$ cat src/verilog/rsd_ops_cfg.svh
// Purpose: Constants for the rotate, subtract-with-borrow and decrement-skip datapath
// Assumes: 8-bit data memory bytes, 10 MHz core clock
// Notes:   Definitions only
`ifndef RSD_OPS_CFG_SVH
`define RSD_OPS_CFG_SVH
// ==========================================================
// Data and flag reset values
`define RSD_DATA_W        8
`define RSD_ACC_RST       8'h00
`define RSD_FLAG_RST      1'b0
// ==========================================================
// Flag vector bit positions
`define RSD_FLG_C         0
`define RSD_FLG_AC        1
`define RSD_FLG_Z         2
`define RSD_FLG_OV        3
`define RSD_FLG_SC        4
`define RSD_FLG_CZ        5
`define RSD_FLG_N         6
// ==========================================================
// Timing: cycles of a skipping decrement
`define RSD_SKIP_CYCLES   3
`endif

$ cat src/verilog/rsd_ops_pkg.sv
// Purpose: Types for the rotate, subtract-with-borrow and decrement-skip datapath
// Assumes: Included after rsd_ops_cfg.svh
// Notes:   Types only
`default_nettype none
package rsd_ops_pkg;
  typedef enum logic [2:0] {
    RSD_OP_NONE,
    RSD_OP_MEM_RRC,
    RSD_OP_ACC_RRC,
    RSD_OP_SBC_ACC,
    RSD_OP_SBC_MEM,
    RSD_OP_DEC_SKZ
  } rsd_op_e;
  typedef enum logic [1:0] {
    RSD_ST_IDLE,
    RSD_ST_WAIT,
    RSD_ST_DUMMY
  } rsd_state_e;
endpackage
`default_nettype wire

$ cat src/verilog/rsd_sub_unit.sv
// Purpose: Combinational subtract-with-borrow unit and its flags
// Assumes: Carry in is the true carry flag (borrow is its complement)
// Notes:   Pure logic, no state
`include "rsd_ops_cfg.svh"
`default_nettype none
module rsd_sub_unit #(
  parameter int W = 8
) (
  input  wire logic [W-1:0] acc,
  input  wire logic [W-1:0] mem,
  input  wire logic         cin,
  input  wire logic         zin,
  output logic      [W-1:0] diff,
  output logic              cout,
  output logic              nib_c,
  output logic              zero,
  output logic              ovf,
  output logic              sgn_cmp,
  output logic              chn_zero
);
  logic [W:0] full;
  logic [4:0] lo;
  logic       neg;
  // Refuse widths that the nibble and sign taps cannot serve
  if (W < 8) begin : g_width_chk
    $error("rsd_sub_unit: W must be at least 8");
  end
  always_comb begin
    full     = {1'b0, acc} - {1'b0, mem} - {{W{1'b0}}, ~cin};
    lo       = {1'b0, acc[3:0]} - {1'b0, mem[3:0]} - {4'h0, ~cin};
    diff     = full[W-1:0];
    cout     = ~full[W];
    nib_c    = ~lo[4];
    zero     = (full[W-1:0] == '0);
    ovf      = (acc[W-1] ^ mem[W-1]) & (acc[W-1] ^ full[W-1]);
    neg      = full[W-1];
    sgn_cmp  = neg ^ ovf;
    chn_zero = zero & zin;
  end
endmodule
`default_nettype wire

$ cat src/verilog/rsd_ops_core.sv
// Purpose: Datapath for rotate through carry, subtract with borrow and decrement skip
// Assumes: Memory byte presented with op_start; result captured next edge
// Notes:
// Notes on behaviour
// - Memory rotate right through carry: old carry to bit 7, bit 0 to carry
// - Accumulator rotate: same rotation into accumulator, memory unchanged, carry from bit 0
// - Subtract to accumulator: acc minus mem minus inverted carry into accumulator
// - After subtract, carry 0 on negative result, 1 on zero or positive
// - Subtract to memory: same difference written back to memory byte
// - Subtracts update six flags; rotates change only carry
// - Decrement skip: memory byte minus one written back
// - Zero result skips next instruction with a dummy cycle, three cycles, no flags
`include "rsd_ops_cfg.svh"
`default_nettype none
module rsd_ops_core #(
  parameter int W = `RSD_DATA_W
) (
  input  wire logic                   mclk,
  input  wire logic                   resetn,
  input  wire logic                   op_start,
  input  wire rsd_ops_pkg::rsd_op_e   op_code,
  input  wire logic [W-1:0]           mem_rdata,
  output logic [W-1:0]                acc_ff,
  output logic [W-1:0]                mem_wdata_ff,
  output logic                        mem_we_ff,
  output logic                        carry_flag_ff,
  output logic                        nibble_carry_flag_ff,
  output logic                        zero_flag_ff,
  output logic                        signed_wrap_flag_ff,
  output logic                        signed_compare_flag_ff,
  output logic                        chained_zero_flag_ff,
  output logic                        skip_ff,
  output logic                        busy_ff,
  output logic                        done_ff
);
  // Refuse widths other than the byte that the flag logic is built for
  if (W != 8) begin : g_width_chk
    $error("rsd_ops_core: only 8-bit data supported");
  end
  // ==========================================================
  // Subtract unit
  logic [W-1:0] s_diff;
  logic         s_c;
  logic         s_ac;
  logic         s_z;
  logic         s_ov;
  logic         s_sc;
  logic         s_cz;
  rsd_sub_unit #(.W(W)) u_sub (
    .acc      (acc_ff),
    .mem      (mem_rdata),
    .cin      (carry_flag_ff),
    .zin      (zero_flag_ff),
    .diff     (s_diff),
    .cout     (s_c),
    .nib_c    (s_ac),
    .zero     (s_z),
    .ovf      (s_ov),
    .sgn_cmp  (s_sc),
    .chn_zero (s_cz)
  );
  // ==========================================================
  // Next-state logic
  rsd_ops_pkg::rsd_state_e state_ff;
  rsd_ops_pkg::rsd_state_e nxt_state;
  logic [W-1:0] nxt_acc;
  logic [W-1:0] nxt_wdata;
  logic         nxt_we;
  logic         nxt_c;
  logic         nxt_ac;
  logic         nxt_z;
  logic         nxt_ov;
  logic         nxt_sc;
  logic         nxt_cz;
  logic         nxt_skip;
  logic         nxt_busy;
  logic         nxt_done;
  logic [W-1:0] rrc;
  logic [W-1:0] dec;
  always_comb begin
    rrc       = {carry_flag_ff, mem_rdata[W-1:1]};
    dec       = mem_rdata - {{(W-1){1'b0}}, 1'b1};
    nxt_state = state_ff;
    nxt_acc   = acc_ff;
    nxt_wdata = mem_wdata_ff;
    nxt_we    = 1'b0;
    nxt_c     = carry_flag_ff;
    nxt_ac    = nibble_carry_flag_ff;
    nxt_z     = zero_flag_ff;
    nxt_ov    = signed_wrap_flag_ff;
    nxt_sc    = signed_compare_flag_ff;
    nxt_cz    = chained_zero_flag_ff;
    nxt_skip  = 1'b0;
    nxt_busy  = 1'b0;
    nxt_done  = 1'b0;
    unique case (state_ff)
      rsd_ops_pkg::RSD_ST_IDLE: begin
        if (op_start) begin
          nxt_done = 1'b1;
          unique case (op_code)
            rsd_ops_pkg::RSD_OP_MEM_RRC: begin
              nxt_wdata = rrc;
              nxt_we    = 1'b1;
              nxt_c     = mem_rdata[0];
            end
            rsd_ops_pkg::RSD_OP_ACC_RRC: begin
              nxt_acc = rrc;
              nxt_c   = mem_rdata[0];
            end
            rsd_ops_pkg::RSD_OP_SBC_ACC, rsd_ops_pkg::RSD_OP_SBC_MEM: begin
              if (op_code == rsd_ops_pkg::RSD_OP_SBC_ACC) begin
                nxt_acc = s_diff;
              end else begin
                nxt_wdata = s_diff;
                nxt_we    = 1'b1;
              end
              nxt_c  = s_c;
              nxt_ac = s_ac;
              nxt_z  = s_z;
              nxt_ov = s_ov;
              nxt_sc = s_sc;
              nxt_cz = s_cz;
            end
            rsd_ops_pkg::RSD_OP_DEC_SKZ: begin
              nxt_wdata = dec;
              nxt_we    = 1'b1;
              if (dec == '0) begin
                nxt_done  = 1'b0;
                nxt_busy  = 1'b1;
                nxt_state = rsd_ops_pkg::RSD_ST_WAIT;
              end
            end
            default: nxt_done = 1'b1;
          endcase
        end
      end
      rsd_ops_pkg::RSD_ST_WAIT: begin
        nxt_busy  = 1'b1;
        nxt_state = rsd_ops_pkg::RSD_ST_DUMMY;
      end
      rsd_ops_pkg::RSD_ST_DUMMY: begin
        nxt_skip  = 1'b1;
        nxt_done  = 1'b1;
        nxt_state = rsd_ops_pkg::RSD_ST_IDLE;
      end
    endcase
  end
  // ==========================================================
  // Registers
  always_ff @(posedge mclk) begin
    if (!resetn) begin
      state_ff               <= rsd_ops_pkg::RSD_ST_IDLE;
      acc_ff                 <= `RSD_ACC_RST;
      mem_wdata_ff           <= `RSD_ACC_RST;
      mem_we_ff              <= 1'b0;
      carry_flag_ff          <= `RSD_FLAG_RST;
      nibble_carry_flag_ff   <= `RSD_FLAG_RST;
      zero_flag_ff           <= `RSD_FLAG_RST;
      signed_wrap_flag_ff    <= `RSD_FLAG_RST;
      signed_compare_flag_ff <= `RSD_FLAG_RST;
      chained_zero_flag_ff   <= `RSD_FLAG_RST;
      skip_ff                <= 1'b0;
      busy_ff                <= 1'b0;
      done_ff                <= 1'b0;
    end else begin
      state_ff               <= nxt_state;
      acc_ff                 <= nxt_acc;
      mem_wdata_ff           <= nxt_wdata;
      mem_we_ff              <= nxt_we;
      carry_flag_ff          <= nxt_c;
      nibble_carry_flag_ff   <= nxt_ac;
      zero_flag_ff           <= nxt_z;
      signed_wrap_flag_ff    <= nxt_ov;
      signed_compare_flag_ff <= nxt_sc;
      chained_zero_flag_ff   <= nxt_cz;
      skip_ff                <= nxt_skip;
      busy_ff                <= nxt_busy;
      done_ff                <= nxt_done;
    end
  end
  // ==========================================================
  // Checks
  logic idle_start;
  assign idle_start = op_start && (state_ff == rsd_ops_pkg::RSD_ST_IDLE);
endmodule
`default_nettype wire

$ cat config.mk
export PLATFORM = sky130hd
export DESIGN_NAME = rsd_ops_core
export DESIGN_NICKNAME = d
export VERILOG_FILES = /design/src/verilog/rsd_ops_pkg.sv /design/src/verilog/rsd_sub_unit.sv /design/src/verilog/rsd_ops_core.sv
export VERILOG_INCLUDE_DIRS = /design/src /design/src/verilog
export SDC_FILE = /design/constraint.sdc
export NUM_CORES = 1
export LEC_CHECK = 0
export BUFFER_PORTS_ARGS = -buffer_cell sky130_fd_sc_hd__buf_2
export CAP_MARGIN = 0
export CORE_MARGIN = 10
export CORE_UTILIZATION = 56
export DETAILED_ROUTE_END_ITERATION = 8
export MAX_ROUTING_LAYER = met4
export PLACE_DENSITY = 0.77
export SLEW_MARGIN = 20
export SYNTH_ARGS = -nofsm -noshare
export SYNTH_HDL_FRONTEND = slang
export SYNTH_SLANG_ARGS = --single-unit
$ cat constraint.sdc
create_clock -name mclk -period 3.22 [get_ports mclk]
set_input_delay 0.161 -clock mclk [delete_from_list [all_inputs] [get_ports mclk]]
set_output_delay 0.161 -clock mclk [all_outputs]
set_load 0.01 [all_outputs]
==> results of run 1 <==
[registers in the layout (all words and copies together) (netlist names)]
register,cells
state_ff,2
chained_zero_flag_ff,1
carry_flag_ff,1
skip_ff,1
signed_compare_flag_ff,1
mem_we_ff,1
acc_ff,8
busy_ff,1
zero_flag_ff,1
done_ff,1
signed_wrap_flag_ff,1
mem_wdata_ff,8
nibble_carry_flag_ff,1
[worst paths after layout]
| path | start | to | slack, ns | cells after the start |
|---|---|---|---|---|
| setup / recovery | carry_flag_ff | chained_zero_flag_ff | 0.40 | 10 |
| hold / removal | mem_rdata[2] | acc_ff[1] | 0.22 | 3 |
| setup reg to reg | carry_flag_ff | chained_zero_flag_ff | 0.40 | 10 |
| hold reg to reg | nibble_carry_flag_ff | nibble_carry_flag_ff | 0.45 | 2 |
[metal layers]
layer | vias to the layer above | GRT usage | wire, um
met5 | - | - | 0
met3 | 7 | 0.0295 | 464
met1 | 965 | 0.230 | 2410
met2 | 81 | 0.309 | 2770
met4 | 0 | 0.0748 | 96
li1 | 1026 | - | -
[critical path, cell delays in order, from the launching register on]
cell and delay, ns:
sky130_fd_sc_hd__dfxtp_1 0.40, sky130_fd_sc_hd__inv_1 0.08, sky130_fd_sc_hd__fa_1 0.52, sky130_fd_sc_hd__inv_1 0.05
sky130_fd_sc_hd__ha_1 0.16, sky130_fd_sc_hd__o21ai_0 0.30, sky130_fd_sc_hd__nand2_1 0.12, sky130_fd_sc_hd__xnor2_1 0.37
sky130_fd_sc_hd__nand3_1 0.12, sky130_fd_sc_hd__or4_4 0.45, sky130_fd_sc_hd__o31ai_4 0.17
[logic make-up (layout without fill, tap and decap cells)]
kind of cell | count (synthesis) | after routing | share of synthesized area
buffers and inverters | 36 | 71 | 0.0646
AND/OR/NAND/NOR | 93 | 93 | 0.217
flip-flops | 28 | 28 | 0.263
AO/OA/AOI/OAI | 77 | 77 | 0.250
XOR/XNOR | 15 | 15 | 0.0617
adder cells (fa/ha/maj) | 21 | 21 | 0.130
multiplexers | 3 | 3 | 0.0141
[power groups by stage]
stage	Sequential, W	Clock, W	Combinational [W]
CTS	0.000406	0.000289	0.000472
floorplan	0.000428	0	0.000320
detailed placement	0.000414	0	0.000466
global route	0.000413	0.000300	0.000532
finish	0.000406	0.000286	0.000472
global placement	0.000412	0	0.000462
[area by class of cell]
cell class              count  area (um^2)  area share
multi-input cells         209         1430       0.591
flip-flops and latches     28          561       0.231
repair buffers             39          195      0.0805
inverters                  28          105      0.0433
well taps                  48         60.1      0.0248
clock buffers               3         41.3      0.0170
clock inverters             1         30.0      0.0124
[stage by stage]
stage,worst slack (ns),total power [W],utilization
after floorplan,0.630,0.000748,-
after global placement,0.594,0.000874,0.643
after detailed placement,0.502,0.000880,0.643
after CTS,0.418,0.00117,0.662
after global routing,0.190,0.00125,0.662
final,0.398,0.00116,0.662
[layout by cell type (no fill, tap or decap), types with 2 or more instances in the layout]
| cell | count |
|---|---|
| sky130_fd_sc_hd__a21o_1 | 3 |
| sky130_fd_sc_hd__a21oi_1 | 19 |
| sky130_fd_sc_hd__a221oi_1 | 3 |
| sky130_fd_sc_hd__a311oi_1 | 2 |
| sky130_fd_sc_hd__a31oi_1 | 5 |
| sky130_fd_sc_hd__and2_1 | 3 |
| sky130_fd_sc_hd__buf_2 | 39 |
| sky130_fd_sc_hd__clkbuf_8 | 3 |
| sky130_fd_sc_hd__dfxtp_1 | 28 |
| sky130_fd_sc_hd__fa_1 | 2 |
| sky130_fd_sc_hd__ha_1 | 19 |
| sky130_fd_sc_hd__inv_1 | 28 |
| sky130_fd_sc_hd__mux2i_1 | 3 |
| sky130_fd_sc_hd__nand2_1 | 38 |
| sky130_fd_sc_hd__nand2b_1 | 2 |
| sky130_fd_sc_hd__nand3_1 | 7 |
| sky130_fd_sc_hd__nand4_1 | 3 |
| sky130_fd_sc_hd__nor2_1 | 21 |
| sky130_fd_sc_hd__nor2b_1 | 4 |
| sky130_fd_sc_hd__nor3_1 | 4 |
| sky130_fd_sc_hd__o211ai_1 | 5 |
| sky130_fd_sc_hd__o21a_1 | 2 |
| sky130_fd_sc_hd__o21ai_0 | 20 |
| sky130_fd_sc_hd__o221ai_1 | 2 |
| sky130_fd_sc_hd__o22ai_1 | 2 |
| sky130_fd_sc_hd__o31ai_1 | 2 |
| sky130_fd_sc_hd__or3_1 | 3 |
| sky130_fd_sc_hd__xnor2_1 | 6 |
| sky130_fd_sc_hd__xor2_1 | 9 |
==> qor.log, run 1 <==
[outcome] run status completed
[sta] unrepaired setup endpoints after global routing false
[detailed_routing] drt pass-1 iters 4
[power] internal power consumption 0.000730 W
[logic_synthesis] total nets after synthesis 308
[layout] final-layout fill cell count 340
[clocking] CTS root buf sky130_fd_sc_hd__clkbuf_8
[sta] crit share post-route 0.876
[logic_synthesis] syn_area_per_cell 7.81 um^2
[logic_synthesis] share of the synthesized area in the top cell type 0.263
[sta] setup_tns 0 ns
[place] Port Buffers 39
[logic_synthesis] proportion of synthesized chip area in sequential cells 0.263
[logic_synthesis] most common cell in the synthesized netlist sky130_fd_sc_hd__nand2_1
[floorplan] vertical die dimension 81.7 um
[clocking] clock tree from TritonCTS done
[logic_synthesis] count of mapped cells out of synthesis 273
[setup_path] nature of the critical path endpoint register
[sta] final number of setup-violating endpoints 0
[clocking] cts bufs inserted 3
[place] routability cong. 0.892
[setup_path] Worst Setup Path Type register to register
[sta] highest attainable clock frequency 0.354 GHz
[power] power per unit of standard cell area 480 mW/mm^2
[logic_synthesis] most frequent cells after synthesis sky130_fd_sc_hd__nand2_1 (38), sky130_fd_sc_hd__dfxtp_1 (28), sky130_fd_sc_hd__inv_1 (28)
[logic_synthesis] Post-synth top flop sky130_fd_sc_hd__dfxtp_1
[power] static leakage power 1.09 nW
[logic_synthesis] Unique masters post-synth 49
[detailed_routing] final antenna-violating net count 0
[logic_synthesis] async set-or-reset flop fraction in the synthesized netlist 0
[power] Comb power frac 0.406
[sta] final number of hold-violating endpoints 0
[global_routing] wire length of the first global-routing pass 9.87 mm
[floorplan] Std-Cell Core Area 0.00366 mm^2
[global_routing] number of antenna violations at the first check in global routing 0
[sta] worst hold slack across all endpoints 0.223 ns
[logic_synthesis] biggest area consumer among synthesized cells sky130_fd_sc_hd__dfxtp_1
[clocking] CTS Hold Buffers Added 0
[job] max-capacitance violation count 0
[logic_synthesis] Yosys Warn Count 0
[setup_path] CP startpoint kind register
[floorplan] floorplan die width 81.7 um
[layout] Non-Filler Instances 356
[sta] Worst Tran Pin Value 0.653 ns
[setup_path] largest fanout of any net on the critical path 4
[clocking] number of buffers inserted by post-CTS setup repair 0
[logic_synthesis] top cells by area, synth sky130_fd_sc_hd__dfxtp_1 (26%), sky130_fd_sc_hd__ha_1 (11%), sky130_fd_sc_hd__nand2_1 (6.7%)
[sta] final max-slew violation count 0
[logic_synthesis] Synth Register Bits 28
[worst_hold_path] kind of path behind the tightest hold check input pin to register
[detailed_routing] via count normalized by instance count 5.84
[detailed_routing] final routed wirelength across all metal layers 5.74 mm
[layout] diode insertion count for antenna repair 0
[clocking] insertion delay to the later sink of the worst-skew pair 0.28 ns
[detailed_routing] # DRC 0
[layout] Area growth syn-to-layout 13.8%
[clocking] number of buffers between clock root and the deepest sink 2
[clocking] total of cells resized after clock tree synthesis 0
[layout] number of nets at the end of the flow 344
[layout] Design Area, Final 0.00242 mm^2
[place] placed instance area 0.00235 mm^2
[power] share of total power consumed by net switching 0.373
[floorplan] num rows 22
[clocking] TritonCTS sink count 28
[setup_path] Worst EP arrival 3.03 ns
[place] number of cells after detailed placement 352
[power] Max rail drop VDD 0.000231 V
[logic_synthesis] number of flops mapped to enable cells by yosys 0
[sta] worst relative slew slack 0.565
[sta] Post-Route Skew 0.00394 ns
[logic_synthesis] Post-Syn Area 0.00213 mm^2
[power] net switching component of the power 0.000434 W
[global_routing] number of global-route vias before repair 2035
[floorplan] area enclosed by the die boundary 0.00667 mm^2
[power] part of the total power dissipated in sequential elements 0.348
[layout] layout cells sized above 1 0.175
[detailed_routing] number of DRC markers after the initial detailed-route iteration 173
[global_routing] total gr overflow 0
[detailed_routing] via count 2079
[place] sum of net half-perimeters after detailed placement 4.40 mm
[floorplan] Initial Util 0.582
[setup_path] data required time of the worst path 3.43 ns
[global_routing] aggregate global-route resource usage 0.190
[floorplan] number of primary I/O pins 40
[power] part of the power in the clock network 0.246
[detailed_routing] drt wl/cell 16.1 um
[sta] final critical path time including I/O delays and setup 2.82 ns
[clocking] CTS clock-pin slew for the worst setup and hold paths 0.10 ns
[clocking] CTS H-tree depth 1
[global_routing] maximum number of pins on one net before global-route repair 26
Note: power is estimated with default switching activity, not from simulation.
==> run 2: changes to the inputs <==
- CORE_UTILIZATION: 56 -> 50
- PLACE_DENSITY: 0.77 -> 0.73
- clock period: 3.22 -> 2.3 ns (I/O delays scaled with it)
==> run 2 against run 1 <==
Effect of this change:
- the run now ends with setup timing left
- core utilization up 5.1 points
- design area rose by 19%
- clock power grew 41%
- sequential cell count unchanged
- largest cell class unchanged
==> qor.log, run 2 (synthesis results as in run 1) <==
[power] Max rail drop VDD 0.000322 V
[floorplan] Initial Util 0.525
[layout] layout cells sized above 1 0.361
[setup_path] nature of the critical path endpoint register
[sta] worst relative slew slack 0.592
[setup_path] Worst EP arrival 2.70 ns
[setup_path] data required time of the worst path 2.51 ns
[global_routing] wire length of the first global-routing pass 10.9 mm
[detailed_routing] via count 2295
[floorplan] vertical die dimension 85.3 um
[sta] Final WS setup -0.187 ns
[job] max-capacitance violation count 0
[setup_path] end point of the critical path chained_zero_flag_ff
[detailed_routing] final routed wirelength across all metal layers 6.72 mm
[sta] final critical path time including I/O delays and setup 2.49 ns
[worst_hold_path] depth of the worst hold-timing path 3
[clocking] number of buffers between clock root and the deepest sink 2
[layout] top library cells by usage in the layout, fill and taps aside sky130_fd_sc_hd__buf_2 (39), sky130_fd_sc_hd__buf_4 (39), sky130_fd_sc_hd__nand2_1 (35)
[setup_path] CP startpoint kind register
[setup_path] crit path from acc_ff[3]
[outcome] failing checks setup timing
[power] static leakage power 1.31 nW
[floorplan] floorplan die width 85.3 um
[global_routing] number of antenna violations at the first check in global routing 0
[detailed_routing] final antenna-violating net count 0
[layout] number of nets at the end of the flow 385
[layout] Design Area, Final 0.00289 mm^2
[layout] Area growth syn-to-layout 35.8%
[place] Setup WS pre-CTS -0.163 ns
[global_routing] total gr overflow 0
[global_routing] global-route track usage on met3 0.0287
[sta] Post-Route Skew 0.00279 ns
[setup_path] largest fanout of any net on the critical path 3
[layout] diode insertion count for antenna repair 0
[outcome] run status finished with violations
[detailed_routing] via count normalized by instance count 5.75
[power] Final Power 0.00191 W
[sta] final number of setup-violating endpoints 6
[layout] final core area utilization 0.713
[sta] Worst Tran Pin Value 0.609 ns
[global_routing] maximum number of pins on one net before global-route repair 26
[global_routing] routing layer with the top usage in global route met2
[sta] final max-slew violation count 0
[global_routing] met2 demand-to-capacity share in global routing 0.302
[sta] unrepaired setup endpoints after global routing true
[place] sum of net half-perimeters after detailed placement 5.07 mm
[clocking] TritonCTS sink count 28
[detailed_routing] drt pass-1 iters 4
[global_routing] number of global-route vias before repair 2292
[detailed_routing] drt wl/cell 16.8 um
[clocking] clock tree from TritonCTS done
[sta] crit share post-route 1.08
[place] placed instance area 0.00265 mm^2
[global_routing] aggregate global-route resource usage 0.185
[clocking] insertion delay to the later sink of the worst-skew pair 0.28 ns
[place] routability cong. 0.984
[clocking] CTS Hold Buffers Added 0
[sta] final number of hold-violating endpoints 0
[floorplan] Std-Cell Core Area 0.00406 mm^2
[place] number of cells after detailed placement 391
[place] Port Buffers 39
[layout] top flop regs acc_ff: 8 flops, mem_wdata_ff: 8 flops, state_ff: 2 flops
[setup_path] cell count of the worst reg-to-reg path 10
[floorplan] number of primary I/O pins 40
[setup_path] launch point of the worst reg-to-reg path acc_ff[3]
[layout] Non-Filler Instances 399
[setup_path] Worst Setup Path Type register to register
[worst_hold_path] kind of path behind the tightest hold check input pin to register
[setup_path] worst reg-to-reg setup slack -0.19 ns
[setup_path] endpoint of the most critical register-to-register path chained_zero_flag_ff
[clocking] cts bufs inserted 3
[clocking] CTS clock-pin slew for the worst setup and hold paths 0.10 ns
[clocking] CTS root buf sky130_fd_sc_hd__clkbuf_8
[clocking] CTS H-tree depth 1
[detailed_routing] # DRC 0
[detailed_routing] number of DRC markers after the initial detailed-route iteration 232
[power] power per unit of standard cell area 659 mW/mm^2
[sta] highest attainable clock frequency 0.402 GHz
[global_routing] met1 track utilization from global routing 0.217
[floorplan] num rows 23
[layout] final-layout fill cell count 325
[floorplan] area enclosed by the die boundary 0.00727 mm^2
## run 2: changes by cell type in the layout (fill, tap and decap cells not counted), sizes merged
cell / change
buf: +41
## run 2: area by class of cell
type,count,area (um^2),share of cell area
flip-flops and latches,28,564,0.195
clock buffers,3,41.3,0.0143
inverters,28,105,0.0363
clock inverters,1,30.0,0.0104
well taps,50,62.6,0.0216
repair buffers,80,510,0.176
multi-input cells,209,1580,0.546
## run 2: through the flow
step / hold WS [ns] / setup TNS, ns
finish: 0.188 / -0.579
detailed placement: 0.446 / -0.424
floorplan: 0.266 / -0.138
CTS: 0.189 / -0.284
global route: 0.226 / -1.43
global placement: 0.440 / -0.156
## run 2: how the worst min path moves through the flow
stage	from	endpoint	slack (ns)
2_1_floorplan	resetn	state_ff[0]	0.27
3_3_place_gp	mem_wdata_ff[1]	mem_wdata_ff[1]	0.44
3_5_place_dp	nibble_carry_flag_ff	nibble_carry_flag_ff	0.45
4_1_cts	op_start	state_ff[0]	0.19
5_1_grt	op_start	state_ff[0]	0.23
6_report	op_start	state_ff[0]	0.19
## run 2: power breakdown
| part | internal (W) | switching (W) | total [W] | leakage (nW) |
|---|---|---|---|---|
| Combinational | 0.000428 | 0.000511 | 0.000940 | 1.04 |
| Sequential | 0.000539 | 0.0000269 | 0.000566 | 0.230 |
| Clock | 0.000233 | 0.000168 | 0.000402 | 0.0357 |
## run 2: layer usage
layer / routed length (um) / part of all wire
met2: 3210 / 0.48
met4: 190 / 0.028
met5: 0 / 0
met3: 497 / 0.074
met1: 2820 / 0.42
## run 2: repair_timing
| action | CTS | global route |
|---|---|---|
| setup buffers | 2 | 3 |
| gates cloned | 0 | 0 |
| gates resized for setup | 8 | 23 |
| pin swaps | 4 | 12 |
| endpoints found under the setup margin | 5 | 12 |
## run 2: worst max-delay path: stages, from the launching register on
cell and delay, ns:
sky130_fd_sc_hd__dfxtp_1 0.34, sky130_fd_sc_hd__inv_1 0.04, sky130_fd_sc_hd__ha_1 0.26, sky130_fd_sc_hd__inv_1 0.06, sky130_fd_sc_hd__ha_2 0.30, sky130_fd_sc_hd__buf_4 0.15, sky130_fd_sc_hd__a21oi_1 0.23, sky130_fd_sc_hd__xor2_1 0.28
sky130_fd_sc_hd__nand3_1 0.12, sky130_fd_sc_hd__or4_4 0.46, sky130_fd_sc_hd__o31ai_4 0.17
==> run 3: changes to the inputs <==
- RECOVER_POWER: default -> 50
==> run 3 against run 2 <==
Effect of this change:
- the run still ends with setup timing left
- sequential share of layout area up 0.15 points
- count of clock-buffer cells in the layout is the same
- worst hold slack improved by 0.0057 ns
- wire length up 0.34%
- non-clock buffer count stayed put
- via count down 0.48%
- sequential power is essentially flat
- design area shrank 0.78%
- sequential cell count did not move
- largest cell class unchanged
- largest power group unchanged
==> qor.log, run 3 (synthesis results as in run 1) <==
[layout] final-layout fill cell count 335
[layout] Design Area, Final 0.00287 mm^2
[floorplan] floorplan die width 85.3 um
[layout] top library cells by usage in the layout, fill and taps aside sky130_fd_sc_hd__buf_4 (39), sky130_fd_sc_hd__nand2_1 (35), sky130_fd_sc_hd__dfxtp_1 (25)
[power] power per unit of standard cell area 661 mW/mm^2
[layout] number of nets at the end of the flow 385
[global_routing] number of global-route vias before repair 2292
[setup_path] Worst Setup Path Type register to register
[clocking] TritonCTS sink count 28
[place] Port Buffers 39
[clocking] CTS Hold Buffers Added 0
[floorplan] vertical die dimension 85.3 um
[power] Max rail drop VDD 0.000322 V
[layout] top flop regs acc_ff: 8 flops, mem_wdata_ff: 8 flops, state_ff: 2 flops
[sta] final critical path time including I/O delays and setup 2.50 ns
[clocking] cts bufs inserted 3
[setup_path] data required time of the worst path 2.51 ns
[setup_path] launch point of the worst reg-to-reg path acc_ff[0]
[floorplan] num rows 23
[setup_path] worst reg-to-reg setup slack -0.20 ns
[floorplan] area enclosed by the die boundary 0.00727 mm^2
[sta] Post-Route Skew 0.00520 ns
[sta] final max-slew violation count 0
[sta] unrepaired setup endpoints after global routing true
[setup_path] Worst EP arrival 2.71 ns
[detailed_routing] final antenna-violating net count 0
[setup_path] slowest stage cell, crit path sky130_fd_sc_hd__or4_4
[global_routing] number of antenna violations at the first check in global routing 0
[global_routing] total gr overflow 0
[floorplan] number of primary I/O pins 40
[power] part of the power in the clock network 0.210
[clocking] CTS root buf sky130_fd_sc_hd__clkbuf_8
[floorplan] Initial Util 0.525
[sta] highest attainable clock frequency 0.400 GHz
[global_routing] maximum number of pins on one net before global-route repair 26
[power] static leakage power 1.23 nW
[power] Final Power 0.00190 W
[setup_path] worst-path cell chain inv_2 > fa_2 > inv_2 > fa_2 > nand2b_4 > a21oi_1 > xor2_1 > nand3_1 > or4_4 > o31ai_4
[sta] worst relative slew slack 0.597
[detailed_routing] final routed wirelength across all metal layers 6.74 mm
[clocking] number of buffers between clock root and the deepest sink 2
[setup_path] largest stage delay on the critical path 0.46 ns
[clocking] CTS clock-pin slew for the worst setup and hold paths 0.10 ns
[clocking] clock tree from TritonCTS done
[sta] final number of hold-violating endpoints 0
[outcome] run status finished with violations
[layout] diode insertion count for antenna repair 0
[clocking] CTS H-tree depth 1
[setup_path] nature of the critical path endpoint register
[power] part of the total power dissipated in sequential elements 0.299
[worst_hold_path] kind of path behind the tightest hold check input pin to register
[layout] final core area utilization 0.708
[detailed_routing] # DRC 0
[power] share of total power consumed by net switching 0.372
[power] net switching component of the power 0.000705 W
[floorplan] Std-Cell Core Area 0.00406 mm^2
[detailed_routing] number of DRC markers after the initial detailed-route iteration 219
[layout] most common library cell in the layout ignoring fill and taps sky130_fd_sc_hd__buf_4
[clocking] insertion delay to the later sink of the worst-skew pair 0.28 ns
[detailed_routing] via count normalized by instance count 5.72
[power] internal power consumption 0.00119 W
[global_routing] wire length of the first global-routing pass 10.9 mm
[setup_path] end point of the critical path chained_zero_flag_ff
[setup_path] largest fanout of any net on the critical path 2
[job] max-capacitance violation count 0
[sta] crit share post-route 1.09
[sta] Final WS setup -0.201 ns
[layout] layout cells sized above 1 0.309
[sta] final number of setup-violating endpoints 6
[place] routability cong. 0.984
[setup_path] endpoint of the most critical register-to-register path chained_zero_flag_ff
[setup_path] crit path from acc_ff[0]
[detailed_routing] drt wl/cell 16.9 um
[place] sum of net half-perimeters after detailed placement 5.07 mm
[setup_path] cell count of the worst reg-to-reg path 10
[detailed_routing] via count 2284
[worst_hold_path] hold path start op_start
[global_routing] aggregate global-route resource usage 0.185
[worst_hold_path] depth of the worst hold-timing path 3
[place] placed instance area 0.00265 mm^2
[setup_path] CP startpoint kind register
[layout] Area growth syn-to-layout 34.8%
[sta] Worst Tran Pin Value 0.602 ns
[outcome] failing checks setup timing
[detailed_routing] drt pass-1 iters 4
[power] Comb power frac 0.491
[run 3: power groups by stage]
stage                     sequential [W]  clock (W)  combinational, W
after global placement          0.000574          0          0.000809
after CTS                       0.000565   0.000405          0.000849
after global routing            0.000573   0.000417           0.00103
final                           0.000567   0.000399          0.000932
after detailed placement        0.000576          0          0.000819
after floorplan                 0.000600          0          0.000461
[run 3: how the worst min path moves through the flow]
stage | slack [ns] | endpoint
final | 0.19 | state_ff[0]
after global routing | 0.23 | state_ff[0]
after CTS | 0.19 | state_ff[0]
after detailed placement | 0.45 | nibble_carry_flag_ff
after global placement | 0.44 | mem_wdata_ff[1]
after floorplan | 0.27 | state_ff[0]
[run 3: timing repair]
action	CTS	global route
setup buffers	2	3
setup endpoints to repair	5	12
gates cloned	0	0
pin swaps	4	12
resized for setup	8	23
[run 3: cell type report]
type                            instances  area (um^2)  share of cell area
Tap cell                               50         62.6              0.0218
Clock buffer                            3         41.3              0.0144
Inverter                               28          105              0.0366
Sequential cell                        28          564               0.197
Multi-Input combinational cell        209         1580               0.550
Clock inverter                          1         30.0              0.0105
Timing Repair Buffer                   80          488               0.170
[run 3: per-stage QoR]
stage	hold slack (ns)	setup WS, ns	TNS [ns]	cells
after floorplan	0.266	-0.101	-0.138	273
after global placement	0.440	-0.0687	-0.156	391
after detailed placement	0.446	-0.163	-0.424	391
after CTS	0.189	-0.134	-0.284	397
after global routing	0.226	-0.296	-1.43	399
final	0.194	-0.201	-0.623	399
[run 3: critical path, delay by kind of cell, from the launching register on]
kind	cells	cell delay, ns
adder cells (fa/ha/maj)	2	0.52
XOR/XNOR	1	0.29
flip-flops	1	0.34
AO/OA/AOI/OAI	2	0.43
buffers and inverters	2	0.10
AND/OR/NAND/NOR	3	0.74
[run 3: layer usage]
layer  GRT usage  up-vias  part of all wire
met1       0.217     1065              0.42
met3      0.0287       16             0.072
li1            -     1109                 -
met5           -        -                 0
met4      0.0838        0             0.028
met2       0.302       94              0.48
